**config.mk**
```make
export PLATFORM = sky130hd
export DESIGN_NAME = hbdc_ctrl
export DESIGN_NICKNAME = d
export VERILOG_FILES = /design/src/hbdc_pkg.sv /design/src/hbdc_pin_pacer.sv /design/src/hbdc_ctrl.sv
export SDC_FILE = /design/constraint.sdc
export NUM_CORES = 1
export LEC_CHECK = 0
export BUFFER_PORTS_ARGS = -buffer_cell sky130_fd_sc_hd__buf_2
export CAP_MARGIN = 20
export CORE_ASPECT_RATIO = 0.6
export CORE_MARGIN = 2
export CORE_UTILIZATION = 40
export DETAILED_ROUTE_END_ITERATION = 8
export HOLD_SLACK_MARGIN = 0.15
export SLEW_MARGIN = 20
export SYNTH_ARGS = -nofsm -noshare
export SYNTH_HDL_FRONTEND = slang
export SYNTH_SLANG_ARGS = --single-unit
```
**constraint.sdc**
```tcl
create_clock -name i_clk -period 4.1 [get_ports i_clk]
set_clock_uncertainty 0.1 [all_clocks]
set_input_delay 0 -clock i_clk [delete_from_list [all_inputs] [get_ports i_clk]]
set_output_delay 0 -clock i_clk [all_outputs]
set_load 0.02 [all_outputs]
```
**src/hbdc_pkg.sv**
```systemverilog
// package: register map, field layout and timing for the h-bridge controller
package hbdc_pkg;

    // ----------------------------------------------------------------
    // register offsets (byte addresses)
    // ----------------------------------------------------------------
    localparam logic [7:0] OFS_CTRL   = 8'h00;
    localparam logic [7:0] OFS_PERIOD = 8'h04;
    localparam logic [7:0] OFS_DUTY   = 8'h08;
    localparam logic [7:0] OFS_STATUS = 8'h0c;
    localparam logic [7:0] OFS_IRQ_ST = 8'h10;
    localparam logic [7:0] OFS_IRQ_EN = 8'h14;
    localparam logic [7:0] OFS_IRQ_CL = 8'h18;

    // ----------------------------------------------------------------
    // ctrl fields
    // ----------------------------------------------------------------
    localparam int CTRL_EN    = 0;
    localparam int CTRL_MODE  = 1;
    localparam int CTRL_SIGN  = 2;
    localparam int CTRL_BRAKE = 3;
    localparam int CTRL_COAST = 4;

    // ----------------------------------------------------------------
    // irq bits
    // ----------------------------------------------------------------
    localparam int IRQ_WARN_SET = 0;
    localparam int IRQ_WARN_CLR = 1;

    // ----------------------------------------------------------------
    // reset values
    // ----------------------------------------------------------------
    localparam logic [4:0]  RST_CTRL   = 5'h00;
    localparam logic [15:0] RST_PERIOD = 16'h0064;
    localparam logic [15:0] RST_DUTY   = 16'h0000;

    // ----------------------------------------------------------------
    // timing
    // ----------------------------------------------------------------
    localparam int CLK_HZ       = 20_000_000;
    localparam int CLK_NS       = 50;
    localparam int EDGE_GAP_NS  = 1000;
    localparam int EDGE_GAP_CYC = (EDGE_GAP_NS + CLK_NS - 1) / CLK_NS;

    typedef enum logic [1:0] {
        MODE_SIGN_MAG = 2'h0,
        MODE_ANTI     = 2'h1
    } hbdc_mode_t;

    typedef struct packed {
        logic dir;
        logic brake;
        logic pwm;
    } hbdc_pins_t;

endpackage

```
**src/hbdc_pin_pacer.sv**
```systemverilog
// one paced device pin: holds every transition for the minimum gap
`timescale 1ns/1ps
module hbdc_pin_pacer #(
    parameter int GAP = 20
) (
    input  wire logic i_clk,
    input  wire logic i_sys_rst,
    input  wire logic i_want,
    input  wire logic i_grant,
    output logic      o_req,
    output logic      o_pin
);
    if (GAP < 1) begin : gap_chk
        $error("gap must be at least one cycle");
    end

    // pin moves only when the shared gap timer grants it
    assign o_req = (i_want != o_pin);

    always_ff @(posedge i_clk or posedge i_sys_rst) begin
        if (i_sys_rst) begin
            o_pin <= 1'b0;
        end else if (o_req && i_grant) begin
            o_pin <= i_want;
        end
    end
endmodule

```
**src/hbdc_ctrl.sv**
```systemverilog
// host controller: apb registers, pwm generation, paced pins, warning irq
`timescale 1ns/1ps
module hbdc_ctrl #(
    parameter int GAP = hbdc_pkg::EDGE_GAP_CYC
) (
    input  wire logic        i_clk,
    input  wire logic        i_sys_rst,
    input  wire logic        psel,
    input  wire logic        penable,
    input  wire logic        pwrite,
    input  wire logic [7:0]  paddr,
    input  wire logic [31:0] pwdata,
    output logic      [31:0] prdata,
    output logic             pready,
    output logic             pslverr,
    input  wire logic        i_warn_n,
    output logic             o_dir,
    output logic             o_brake,
    output logic             o_pwm,
    output logic             o_irq
);
    // gap timer is only 16 bits wide
    if (GAP < 1 || GAP > 65536) begin : gap_chk
        $error("gap must be 1 to 65536 cycles");
    end

    // ----------------------------------------------------------------
    // registers
    // ----------------------------------------------------------------
    logic [4:0]  ctrl_q;
    logic [15:0] period_q;
    logic [15:0] duty_q;
    logic [1:0]  irq_st_q;
    logic [1:0]  irq_en_q;
    logic        wr_en;
    logic        rd_en;
    logic        hit;

    assign wr_en = psel && penable && pwrite;
    assign rd_en = psel && penable && !pwrite;
    always_comb begin
        case (paddr)
            hbdc_pkg::OFS_CTRL, hbdc_pkg::OFS_PERIOD, hbdc_pkg::OFS_DUTY,
            hbdc_pkg::OFS_STATUS, hbdc_pkg::OFS_IRQ_ST,
            hbdc_pkg::OFS_IRQ_EN, hbdc_pkg::OFS_IRQ_CL: hit = 1'b1;
            default: hit = 1'b0;
        endcase
    end

    always_ff @(posedge i_clk or posedge i_sys_rst) begin
        if (i_sys_rst) begin
            ctrl_q   <= hbdc_pkg::RST_CTRL;
            period_q <= hbdc_pkg::RST_PERIOD;
            duty_q   <= hbdc_pkg::RST_DUTY;
            irq_en_q <= 2'h0;
        end else if (wr_en) begin
            case (paddr)
                hbdc_pkg::OFS_CTRL:   ctrl_q   <= pwdata[4:0];
                hbdc_pkg::OFS_PERIOD: period_q <= pwdata[15:0];
                hbdc_pkg::OFS_DUTY:   duty_q   <= pwdata[15:0];
                hbdc_pkg::OFS_IRQ_EN: irq_en_q <= pwdata[1:0];
                default: ;
            endcase
        end
    end

    // ----------------------------------------------------------------
    // warning input sync and irq
    // ----------------------------------------------------------------
    logic warn_s1_q;
    logic warn_s2_q;
    logic warn_d_q;
    logic warn_act;

    always_ff @(posedge i_clk or posedge i_sys_rst) begin
        if (i_sys_rst) begin
            warn_s1_q <= 1'b1;
            warn_s2_q <= 1'b1;
            warn_d_q  <= 1'b1;
        end else begin
            warn_s1_q <= i_warn_n;
            warn_s2_q <= warn_s1_q;
            warn_d_q  <= warn_s2_q;
        end
    end
    assign warn_act = !warn_s2_q;

    logic [1:0] ev;
    logic [1:0] clr;
    assign ev  = {warn_s2_q && !warn_d_q, !warn_s2_q && warn_d_q};
    assign clr = (wr_en && paddr == hbdc_pkg::OFS_IRQ_CL) ?
                 pwdata[1:0] : 2'h0;

    // set wins over clear
    always_ff @(posedge i_clk or posedge i_sys_rst) begin
        if (i_sys_rst) begin
            irq_st_q <= 2'h0;
        end else begin
            irq_st_q <= (irq_st_q & ~clr) | ev;
        end
    end

    always_ff @(posedge i_clk or posedge i_sys_rst) begin
        if (i_sys_rst) begin
            o_irq <= 1'b0;
        end else begin
            o_irq <= |(((irq_st_q & ~clr) | ev) & irq_en_q);
        end
    end

    // ----------------------------------------------------------------
    // apb read and answer: always zero wait
    // ----------------------------------------------------------------
    always_ff @(posedge i_clk or posedge i_sys_rst) begin
        if (i_sys_rst) begin
            prdata  <= 32'h0000_0000;
            pready  <= 1'b0;
            pslverr <= 1'b0;
        end else begin
            pready  <= psel && !penable;
            pslverr <= psel && !penable && !hit;
            prdata  <= 32'h0000_0000;
            if (psel && !penable && !pwrite) begin
                case (paddr)
                    hbdc_pkg::OFS_CTRL:   prdata <= {27'h0, ctrl_q};
                    hbdc_pkg::OFS_PERIOD: prdata <= {16'h0, period_q};
                    hbdc_pkg::OFS_DUTY:   prdata <= {16'h0, duty_q};
                    hbdc_pkg::OFS_STATUS:
                        prdata <= {28'h0, o_pwm, o_brake, o_dir, warn_act};
                    hbdc_pkg::OFS_IRQ_ST: prdata <= {30'h0, irq_st_q};
                    hbdc_pkg::OFS_IRQ_EN: prdata <= {30'h0, irq_en_q};
                    default: ;
                endcase
            end
        end
    end

    // ----------------------------------------------------------------
    // pwm carrier: period counts of the 20 mhz clock
    // ----------------------------------------------------------------
    logic [15:0] cnt_q;
    logic        duty_hi;

    always_ff @(posedge i_clk or posedge i_sys_rst) begin
        if (i_sys_rst) begin
            cnt_q <= 16'h0000;
        end else if (cnt_q + 16'h0001 >= period_q) begin
            cnt_q <= 16'h0000;
        end else begin
            cnt_q <= cnt_q + 16'h0001;
        end
    end
    // period below two gaps cannot be paced faithfully; pacer stretches
    assign duty_hi = (cnt_q < duty_q);

    // ----------------------------------------------------------------
    // pin intent from mode
    // ----------------------------------------------------------------
    hbdc_pkg::hbdc_pins_t want;
    logic en;
    assign en = ctrl_q[hbdc_pkg::CTRL_EN];

    always_comb begin
        want = '{dir: 1'b0, brake: 1'b1, pwm: 1'b0};
        if (!en || (warn_act && ctrl_q[hbdc_pkg::CTRL_COAST])) begin
            want = '{dir: 1'b0, brake: 1'b1, pwm: 1'b0};
        end else if (ctrl_q[hbdc_pkg::CTRL_BRAKE]) begin
            // sign picks high-side or low-side short
            want = '{dir: ctrl_q[hbdc_pkg::CTRL_SIGN], brake: 1'b1,
                     pwm: 1'b1};
        end else if (ctrl_q[hbdc_pkg::CTRL_MODE]) begin
            want = '{dir: duty_hi, brake: 1'b0, pwm: 1'b1};
        end else begin
            want = '{dir: ctrl_q[hbdc_pkg::CTRL_SIGN], brake: 1'b0,
                     pwm: duty_hi};
        end
    end

    // ----------------------------------------------------------------
    // shared gap timer: one pin edge per gap, across all three pins
    // ----------------------------------------------------------------
    logic [15:0] gap_q;
    logic [2:0]  req;
    logic [2:0]  grant;
    logic        ready;

    assign ready = (gap_q == 16'h0000);
    always_comb begin
        grant = 3'h0;
        if (ready) begin
            if (req[1])      grant = 3'h2; // brake first, safest
            else if (req[2]) grant = 3'h4;
            else if (req[0]) grant = 3'h1;
        end
    end

    always_ff @(posedge i_clk or posedge i_sys_rst) begin
        if (i_sys_rst) begin
            gap_q <= 16'h0000;
        end else if (|grant) begin
            gap_q <= 16'(GAP - 1);
        end else if (!ready) begin
            gap_q <= gap_q - 16'h0001;
        end
    end

    hbdc_pin_pacer #(.GAP(GAP)) u_dir (
        .i_clk(i_clk), .i_sys_rst(i_sys_rst), .i_want(want.dir),
        .i_grant(grant[0]), .o_req(req[0]), .o_pin(o_dir));
    hbdc_pin_pacer #(.GAP(GAP)) u_brake (
        .i_clk(i_clk), .i_sys_rst(i_sys_rst), .i_want(want.brake),
        .i_grant(grant[1]), .o_req(req[1]), .o_pin(o_brake));
    hbdc_pin_pacer #(.GAP(GAP)) u_pwm (
        .i_clk(i_clk), .i_sys_rst(i_sys_rst), .i_want(want.pwm),
        .i_grant(grant[2]), .o_req(req[2]), .o_pin(o_pwm));
endmodule

```
==> metrics.md, run 1 <==
| Metric | Value |
|---|---|
| Hold Path Class | `in2reg` |
| Largest net degree at the start of global routing | `66` |
| Post-Synth XOR/XNOR Area | `3.85%` |
| Dpl ws | `about 0.82 ns` |
| Status | `completed` |
| H-Tree Depth | `3` |
| WHS Endpoint | `prdata[1]$_DFF_PP0_` |
| Final nets | `654` |
| Drt initial violations | `242` |
| Commonest cells after routing, fill and taps aside | `dfrtp_1 (92), buf_2 (51), mux2_2 (41)` |
| Via count | `3,936` |
| Synth area leader | `dfrtp_1` |
| Number of global-route vias before repair | `approximately 4,000` |
| CTS root buf | `clkbuf_16` |
| Worst-Margin Slew | `0.805 ns` |
| Commonest non-fill, non-tap cell in the layout | `dfrtp_1` |
| Initial core utilization | `40.9%` |
| Yosys warnings | `0` |
| Setup_tns | `0 ns` |
| Final setup margin | `roughly 0.76 ns` |
| Adder-cell share of the synthesized area | `7.89%` |
| Antenna violations before repair | `0` |
| R2R depth | `12` |
| Fin. max-slew vios | `0` |
| Final hold vios | `0` |
| Die Wd | `152 um` |
| Worst Setup End Kind | `register` |
| Synth top area share | `44.0%` |
| Reg2reg start | `cnt_q[2]$_DFF_PP0_` |
| Port bufs | `51` |
| Final wirelength | `12.3 mm` |
| Global-route wire length before repair | `20.6 mm` |
| Fill cell count | `1,181` |
| Post-synth top flop | `dfrtp_1` |
| Design area | `6220 sq um` |
| Total die area | `between 10,000 and 15,000 sq um` |
| Post-CTS setup buffers | `0` |
| Critical path data required time | `around 4.2 ns` |
| Post-DP Area | `5620 sq um` |
| CTS sink count | `slightly below 100` |
| Sequential cell area | `2460 sq um` |
| CP Class | `reg2reg` |
| Worst vdd rail ir drop | `208 uV` |
| Routability Congestion | `around 0.86` |
| Fin crit period | `3.34 ns` |
| Crit Path Max Fanout | `12` |
| Cell Pwr Density | `just over 400 nW/um^2` |
| Critical Path AT | `~3.5 ns` |
| Drt wl/cell | `16.5 um` |
| Seq cells post-synth | `98` |
| Post-synth EDFFs | `0` |
| Post-synthesis compound-gate area fraction | `between 10 and 15%` |
| Synth area leaders | `dfrtp_1 (44%), mux2_2 (8.8%), ha_1 (7.9%), dfstp_2 (3.0%), inv_1 (2.7%)` |
| Antenna Nets Post-Route | `0` |
| Fmax achieved | `299 MHz` |
| Simple-gate share of the synthesized area | `14.5%` |
| Mux cell area share after synthesis | `under 10%` |
| Maxcap violations | `0` |
| Final setup violation count | `0` |
| Global Route Usage Sum | `19.2%` |
| Clock Tree Buf Depth | `2` |
| Grt ovf | `0` |
| CP Launch Type | `register` |
| Largest family of logic cells by synthesized area | `simple AND/OR/NAND/NOR gates` |
| Multi-input logic area | `about 2500 sq um` |
| Core box area | `12,800 sq um` |
| Cell Area, Synth | `between 5000 and 6000 sq um` |
| CTS tree | `built` |
| Clock transition at path regs | `0.06 ns` |
| Crit share post-route | `81.6%` |
| Placed wire-length estimate | `8.86 mm` |
| Detailed Routing Iterations Pass 1 | `6` |
| Cts bufs inserted | `9` |
| Hold Crit Start | `paddr[1]` |
| Async set-reset flop share out of synthesis | `100%` |
| Sequential fraction of the synthesis area | `47.0%` |
| FF-to-FF End | `cnt_q[9]$_DFF_PP0_` |
| Yosys cell types | `55` |
| Synth-to-Final Area Change | `18.8%` |
| Syn avg cell area | `10.6 sq um` |
| Leak | `2.91 nW` |
| Slew HR | `46.4%` |
| Worst-Skew Late Latency | `0.35 ns` |
| Hold path cells | `5` |
| Layout cells sized above 1 | `21.0%` |
| Cell Rows | `32` |
| DRC | `0` |
| Die H | `about 93 um` |
| RSZ-0062 raised after global routing | `no` |
| Gate count after technology mapping | `492` |
| Via-to-Cell Ratio | `5.25` |
| Io pins | `84` |
| Inserted Diodes | `0` |
| Register-to-register path setup slack | `0.76 ns` |
==> sequential cells by signal, indices dropped and copies added, names as in the netlist, 2 cells and up <==
signal,cells
cnt_q,16
ctrl_q,5
duty_q,16
gap_q,16
irq_en_q,2
irq_st_q,2
period_q,16
prdata,16
==> power by group <==
part | switching (W) | internal [W] | total [W] | leakage (nW)
Clock | 0.000348 | 0.000473 | 0.000821 | 0.134
Sequential | 0.000118 | 0.00107 | 0.00118 | 1.30
Combinational | 0.000298 | 0.000213 | 0.000511 | 1.47
==> critical path: stages, from the launching register on <==
cell and delay (ns):
dfrtp_1 0.42, nand3_1 0.19, nor2_1 0.28, nand3_1 0.17, nor3_1 0.21, xor2_1 0.12, ha_1 0.31, nand4_1 0.18
nor4_1 0.31, o21ai_0 0.13, o21ai_0 0.44, buf_4 0.30, nor2b_1 0.07
==> repair_timing <==
| item | CTS | global route |
|---|---|---|
| setup endpoints to repair | 0 | 0 |
| hold endpoints to repair | 108 | 0 |
| hold buffers | 32 | 0 |
| resized for setup | 0 | 0 |
==> cell usage after synthesis (all sizes together), types with 3 or more instances <==
master	n
a211oi	7
a21o	9
a21oi	10
a22o	3
a22oi	13
a31oi	3
a32oi	3
buf	21
clkbuf	9
dfrtp	92
dfstp	6
ha	33
inv	38
mux2	41
mux2i	4
nand2	24
nand2b	7
nand3	16
nand4	9
nor2	35
nor2b	16
nor3	12
nor4	5
o21a	5
o21ai	14
or3	4
or4	8
xnor2	13
xor2	10
==> cell type report <==
class	count	share of cell area (%)
multi-input cells	341	40.4
flip-flops and latches	98	39.6
repair buffers	87	9.74
clock buffers	13	3.86
well taps	170	3.42
inverters	38	2.33
clock inverters	3	0.684
==> through the flow <==
step                      cells  utilization [%]  power (W)  hold WS (ns)
final                       750             48.5    0.00252         0.210
after detailed placement    702             43.8    0.00169       0.00659
after global routing        750             48.5    0.00267         0.201
after CTS                   750             48.5    0.00254         0.150
after floorplan             507                -    0.00153       -0.0955
after global placement      702             43.8    0.00167       0.00610
==> layer usage <==
metal  vias up  share of wire, %  global-route usage [%]
met4         0               1.4                    5.25
met2       118                43                    28.3
met1      1927                49                    27.9
met5         -                 0                       0
met3        14               5.9                    5.12
li1       1877                 -                       -
==> worst max path at each step <==
stage	startpoint	end	slack [ns]	depth (start not counted)
6_report	cnt_q[2]$_DFF_PP0_	cnt_q[9]$_DFF_PP0_	0.76	12
5_1_grt	cnt_q[2]$_DFF_PP0_	cnt_q[9]$_DFF_PP0_	0.47	12
4_1_cts	cnt_q[2]$_DFF_PP0_	cnt_q[10]$_DFF_PP0_	0.80	12
3_5_place_dp	cnt_q[2]$_DFF_PP0_	cnt_q[13]$_DFF_PP0_	0.82	12
3_3_place_gp	cnt_q[2]$_DFF_PP0_	cnt_q[14]$_DFF_PP0_	0.96	12
2_1_floorplan	cnt_q[2]$_DFF_PP0_	cnt_q[10]$_DFF_PP0_	1.23	12
==> logic make-up (layout without fill, tap and decap cells) <==
logic type / after synthesis / count (layout)
and+or+nand+nor: 144 / 144
DFF: 98 / 98
AOI/OAI and AO/OA: 80 / 80
buffers and inverters: 68 / 141
muxes: 45 / 45
adders and majority gates: 33 / 33
xor gates and xnor gates: 23 / 23
other: 1 / 16
(Power assumes the default switching activity.)
==> inputs of run 2 (changes only) <==
- clock period: 4.1 -> 2.7 ns (I/O delays scaled with it)
==> run 2 against run 1 <==
Effect of this change: register-to-register slack got worse by 0.68 ns; sequential share of layout area decreased by 3.0 points; worst setup slack got worse by 0.68 ns; first-iteration DRC count decreased by 3.3%; design area increased by 8.4%; clock-buffer cell count unchanged; die area unchanged; via count increased by 5.1%; clock power increased by 49%; critical path type unchanged.
==> metrics.md, run 2 (synthesized netlist as in run 1, its figures left out) <==
| Metric | Value |
|---|---|
| Placed wire-length estimate | `9.46 mm (+6.8%)` |
| End-of-flow core utilization | `52.6% (+4.1 points)` |
| Antenna Nets Post-Route | `0 (unchanged)` |
| FF-to-FF End | `cnt_q[1]$_DFF_PP0_` |
| Synth-to-Final Area Change | `28.8%` |
| Grt ovf | `0 (unchanged)` |
| Cts bufs inserted | `9 (unchanged)` |
| Power Total | `0.00405 W (+61%)` |
| Worst-Skew Late Latency | `0.34 ns (about the same)` |
| CP top delay family | `simple AND/OR/NAND/NOR gates` |
| CP Launch Type | `register` |
| Maxcap violations | `0 (unchanged)` |
| Fmax achieved | `381 MHz (+28%)` |
| Crit share post-route | `97.1% (+16 points)` |
| Commonest non-fill, non-tap cell in the layout | `dfrtp_1` |
| Drt initial violations | `234 (-3.3%)` |
| Antenna violations before repair | `0 (unchanged)` |
| Crit-path slowest cell | `or4_4` |
| Total die area | `14,100 sq um (unchanged)` |
| Reg2reg start | `cnt_q[1]$_DFF_PP0_` |
| Clock transition at path regs | `0.06 ns (about the same)` |
| CP peak stage delay | `0.52 ns (+0.08 ns)` |
| Final wirelength | `13.1 mm (+6.0%)` |
| Clock Tree Buf Depth | `2 (unchanged)` |
| Final setup margin | `0.0776 ns (-0.677 ns)` |
| Worst Setup End Kind | `register` |
| Inserted Diodes | `0 (unchanged)` |
| Fin. max-slew vios | `0 (unchanged)` |
| Worst-Margin Slew | `0.710 ns (-0.0943 ns)` |
| Initial core utilization | `40.9% (unchanged)` |
| Critical Path AT | `2.78 ns (-0.69 ns)` |
| Fin crit period | `2.62 ns (-0.723 ns)` |
| Sw frac | `30.6% (+0.22 points)` |
| Crit. Startpoint | `cnt_q[1]$_DFF_PP0_` |
| Status | `completed` |
| Cell Pwr Density | `600 nW/um^2 (+48%)` |
| Hold Path Class | `in2reg` |
| DRC | `0 (unchanged)` |
| Via-to-Cell Ratio | `5.22 (-0.62%)` |
| CTS sink count | `98 (unchanged)` |
| Inst Count DP | `733 (+4.4%)` |
| Crit Path Max Fanout | `8 (-4)` |
| Internal Pwr Total | `0.00281 W (+60%)` |
| Number of global-route vias before repair | `4,003 (+0.30%)` |
| Clock Power Share | `30.1% (-2.5 points)` |
| Drt wl/cell | `16.5 um (+0.21%)` |
| Layout cells sized above 1 | `32.4% (+11 points)` |
| Flop pwr share | `44.2% (-2.9 points)` |
| Die Wd | `152 um (unchanged)` |
| Port bufs | `51 (unchanged)` |
| CP Class | `reg2reg` |
| Leak | `3.18 nW (+9.2%)` |
| H-Tree Depth | `3 (unchanged)` |
| Io pins | `84 (unchanged)` |
| Routability Congestion | `0.866 (+1.2%)` |
| Crit path cell chain | `buf_4 -> ha_4 -> nand2_1 -> nor2_1 -> xor2_1 -> ha_2 -> or4_4 -> a211oi_2 -> o21ai_2 -> buf_4 -> nor2_1` |
| Largest net degree at the start of global routing | `57 (-14%)` |
| Worst vdd rail ir drop | `275 uV (+32%)` |
| Critical path data required time | `2.86 ns (-1.37 ns)` |
| Register-to-register path setup slack | `0.08 ns (-0.68 ns)` |
| Global Route Usage Sum | `19.6% (+0.34 points)` |
| Worst path depth | `11 (-1)` |
| CTS tree | `built` |
| Combinational share of power | `25.7% (+5.4 points)` |
| Detailed Routing Iterations Pass 1 | `4 (-2)` |
| Final hold vios | `0 (unchanged)` |
| Core box area | `12,800 sq um (unchanged)` |
| CTS root buf | `clkbuf_16` |
| Buffers and inverters on the worst path | `2 (+1)` |
| NetSw | `0.00124 W (+62%)` |
| Die H | `92.6 um (unchanged)` |
| Fin cells | `793 (+5.7%)` |
| Slew HR | `52.6% (+6.3 points)` |
| Cell Rows | `32 (unchanged)` |
| Dpl ws | `-0.0137 ns (-0.836 ns)` |
| Commonest cells after routing, fill and taps aside | `dfrtp_1 (90), buf_2 (51), buf_4 (46)` |
| R2R depth | `11 (-1)` |
| Final setup violation count | `0 (unchanged)` |
| Global-route wire length before repair | `20.9 mm (+1.3%)` |
| Final nets | `697 (+6.6%)` |
| Worst setup path end | `cnt_q[1]$_DFF_PP0_` |
| RSZ-0062 raised after global routing | `yes` |
| Via count | `4,136 (+5.1%)` |
## run 2: changes by cell type in the layout (fill, tap and decap cells not counted), sizes merged
| cell | delta |
|---|---|
| buf | +45 |
| bufinv | -1 |
| clkinvlp | +1 |
| dlygate4sd3 | -2 |
## run 2: final cells by class
class / instances / area (sq um)
clock inverter: 3 / 23.8
tap: 170 / 213
clock buffer: 13 / 260
timing repair buffer: 130 / 943
multi-input combinational: 341 / 2700
sequential: 98 / 2460
inverter: 38 / 145
fill: 1129 / 6070
## run 2: worst min path at each step
stage | from | end | slack [ns] | cells past startpoint
final | paddr[5] | prdata[2]$_DFF_PP0_ | 0.14 | 5
after global routing | paddr[5] | prdata[2]$_DFF_PP0_ | 0.20 | 5
after floorplan | i_warn_n | warn_s1_q$_DFF_PP1_ | -0.1 | 0
after detailed placement | i_warn_n | warn_s1_q$_DFF_PP1_ | 0.007 | 1
after CTS | i_warn_n | warn_s1_q$_DFF_PP1_ | 0.19 | 2
after global placement | i_warn_n | warn_s1_q$_DFF_PP1_ | 0.006 | 1
## run 2: tightest hold or removal path, cell delays in order
cell and delay (ns):
buf_2 0.07, or4_1 0.17, nor3_4 0.08, a22oi_1 0.15, nor2_1 0.06
## run 2: per-stage QoR
stage	TNS [ns]	hold slack (ns)	area, sq um
after floorplan	0	-0.0955	5290
after global routing	-1.00	0.200	6740
after global placement	0	0.00565	5860
after CTS	0	0.193	6480
final	0	0.139	6740
after detailed placement	-0.0909	0.00712	5860
## run 2: repair_timing
| item | 4_1_cts | 5_1_grt |
|---|---|---|
| endpoints found under the hold margin | 103 | 0 |
| setup endpoints to repair | 17 | 42 |
| gates resized for setup | 6 | 38 |
| buffers inserted | 0 | 14 |
| hold buffers | 31 | 0 |
| pin swaps | 3 | 20 |
## run 2: metal layers
metal,track usage (%),part of all wire [%],routed length [um]
met1,29.0,48,6300
met4,5.02,1.2,154
met2,28.2,44,5730
met3,5.32,6.8,890
met5,0,0,0
## run 2: power by group through the flow
stage                     Clock, W  Combinational, W  Sequential, W
after floorplan                  0          0.000543        0.00179
after global placement           0          0.000847        0.00180
after detailed placement         0          0.000876        0.00181
after CTS                  0.00124          0.000917        0.00178
after global routing       0.00131           0.00117        0.00182
final                      0.00122           0.00104        0.00179
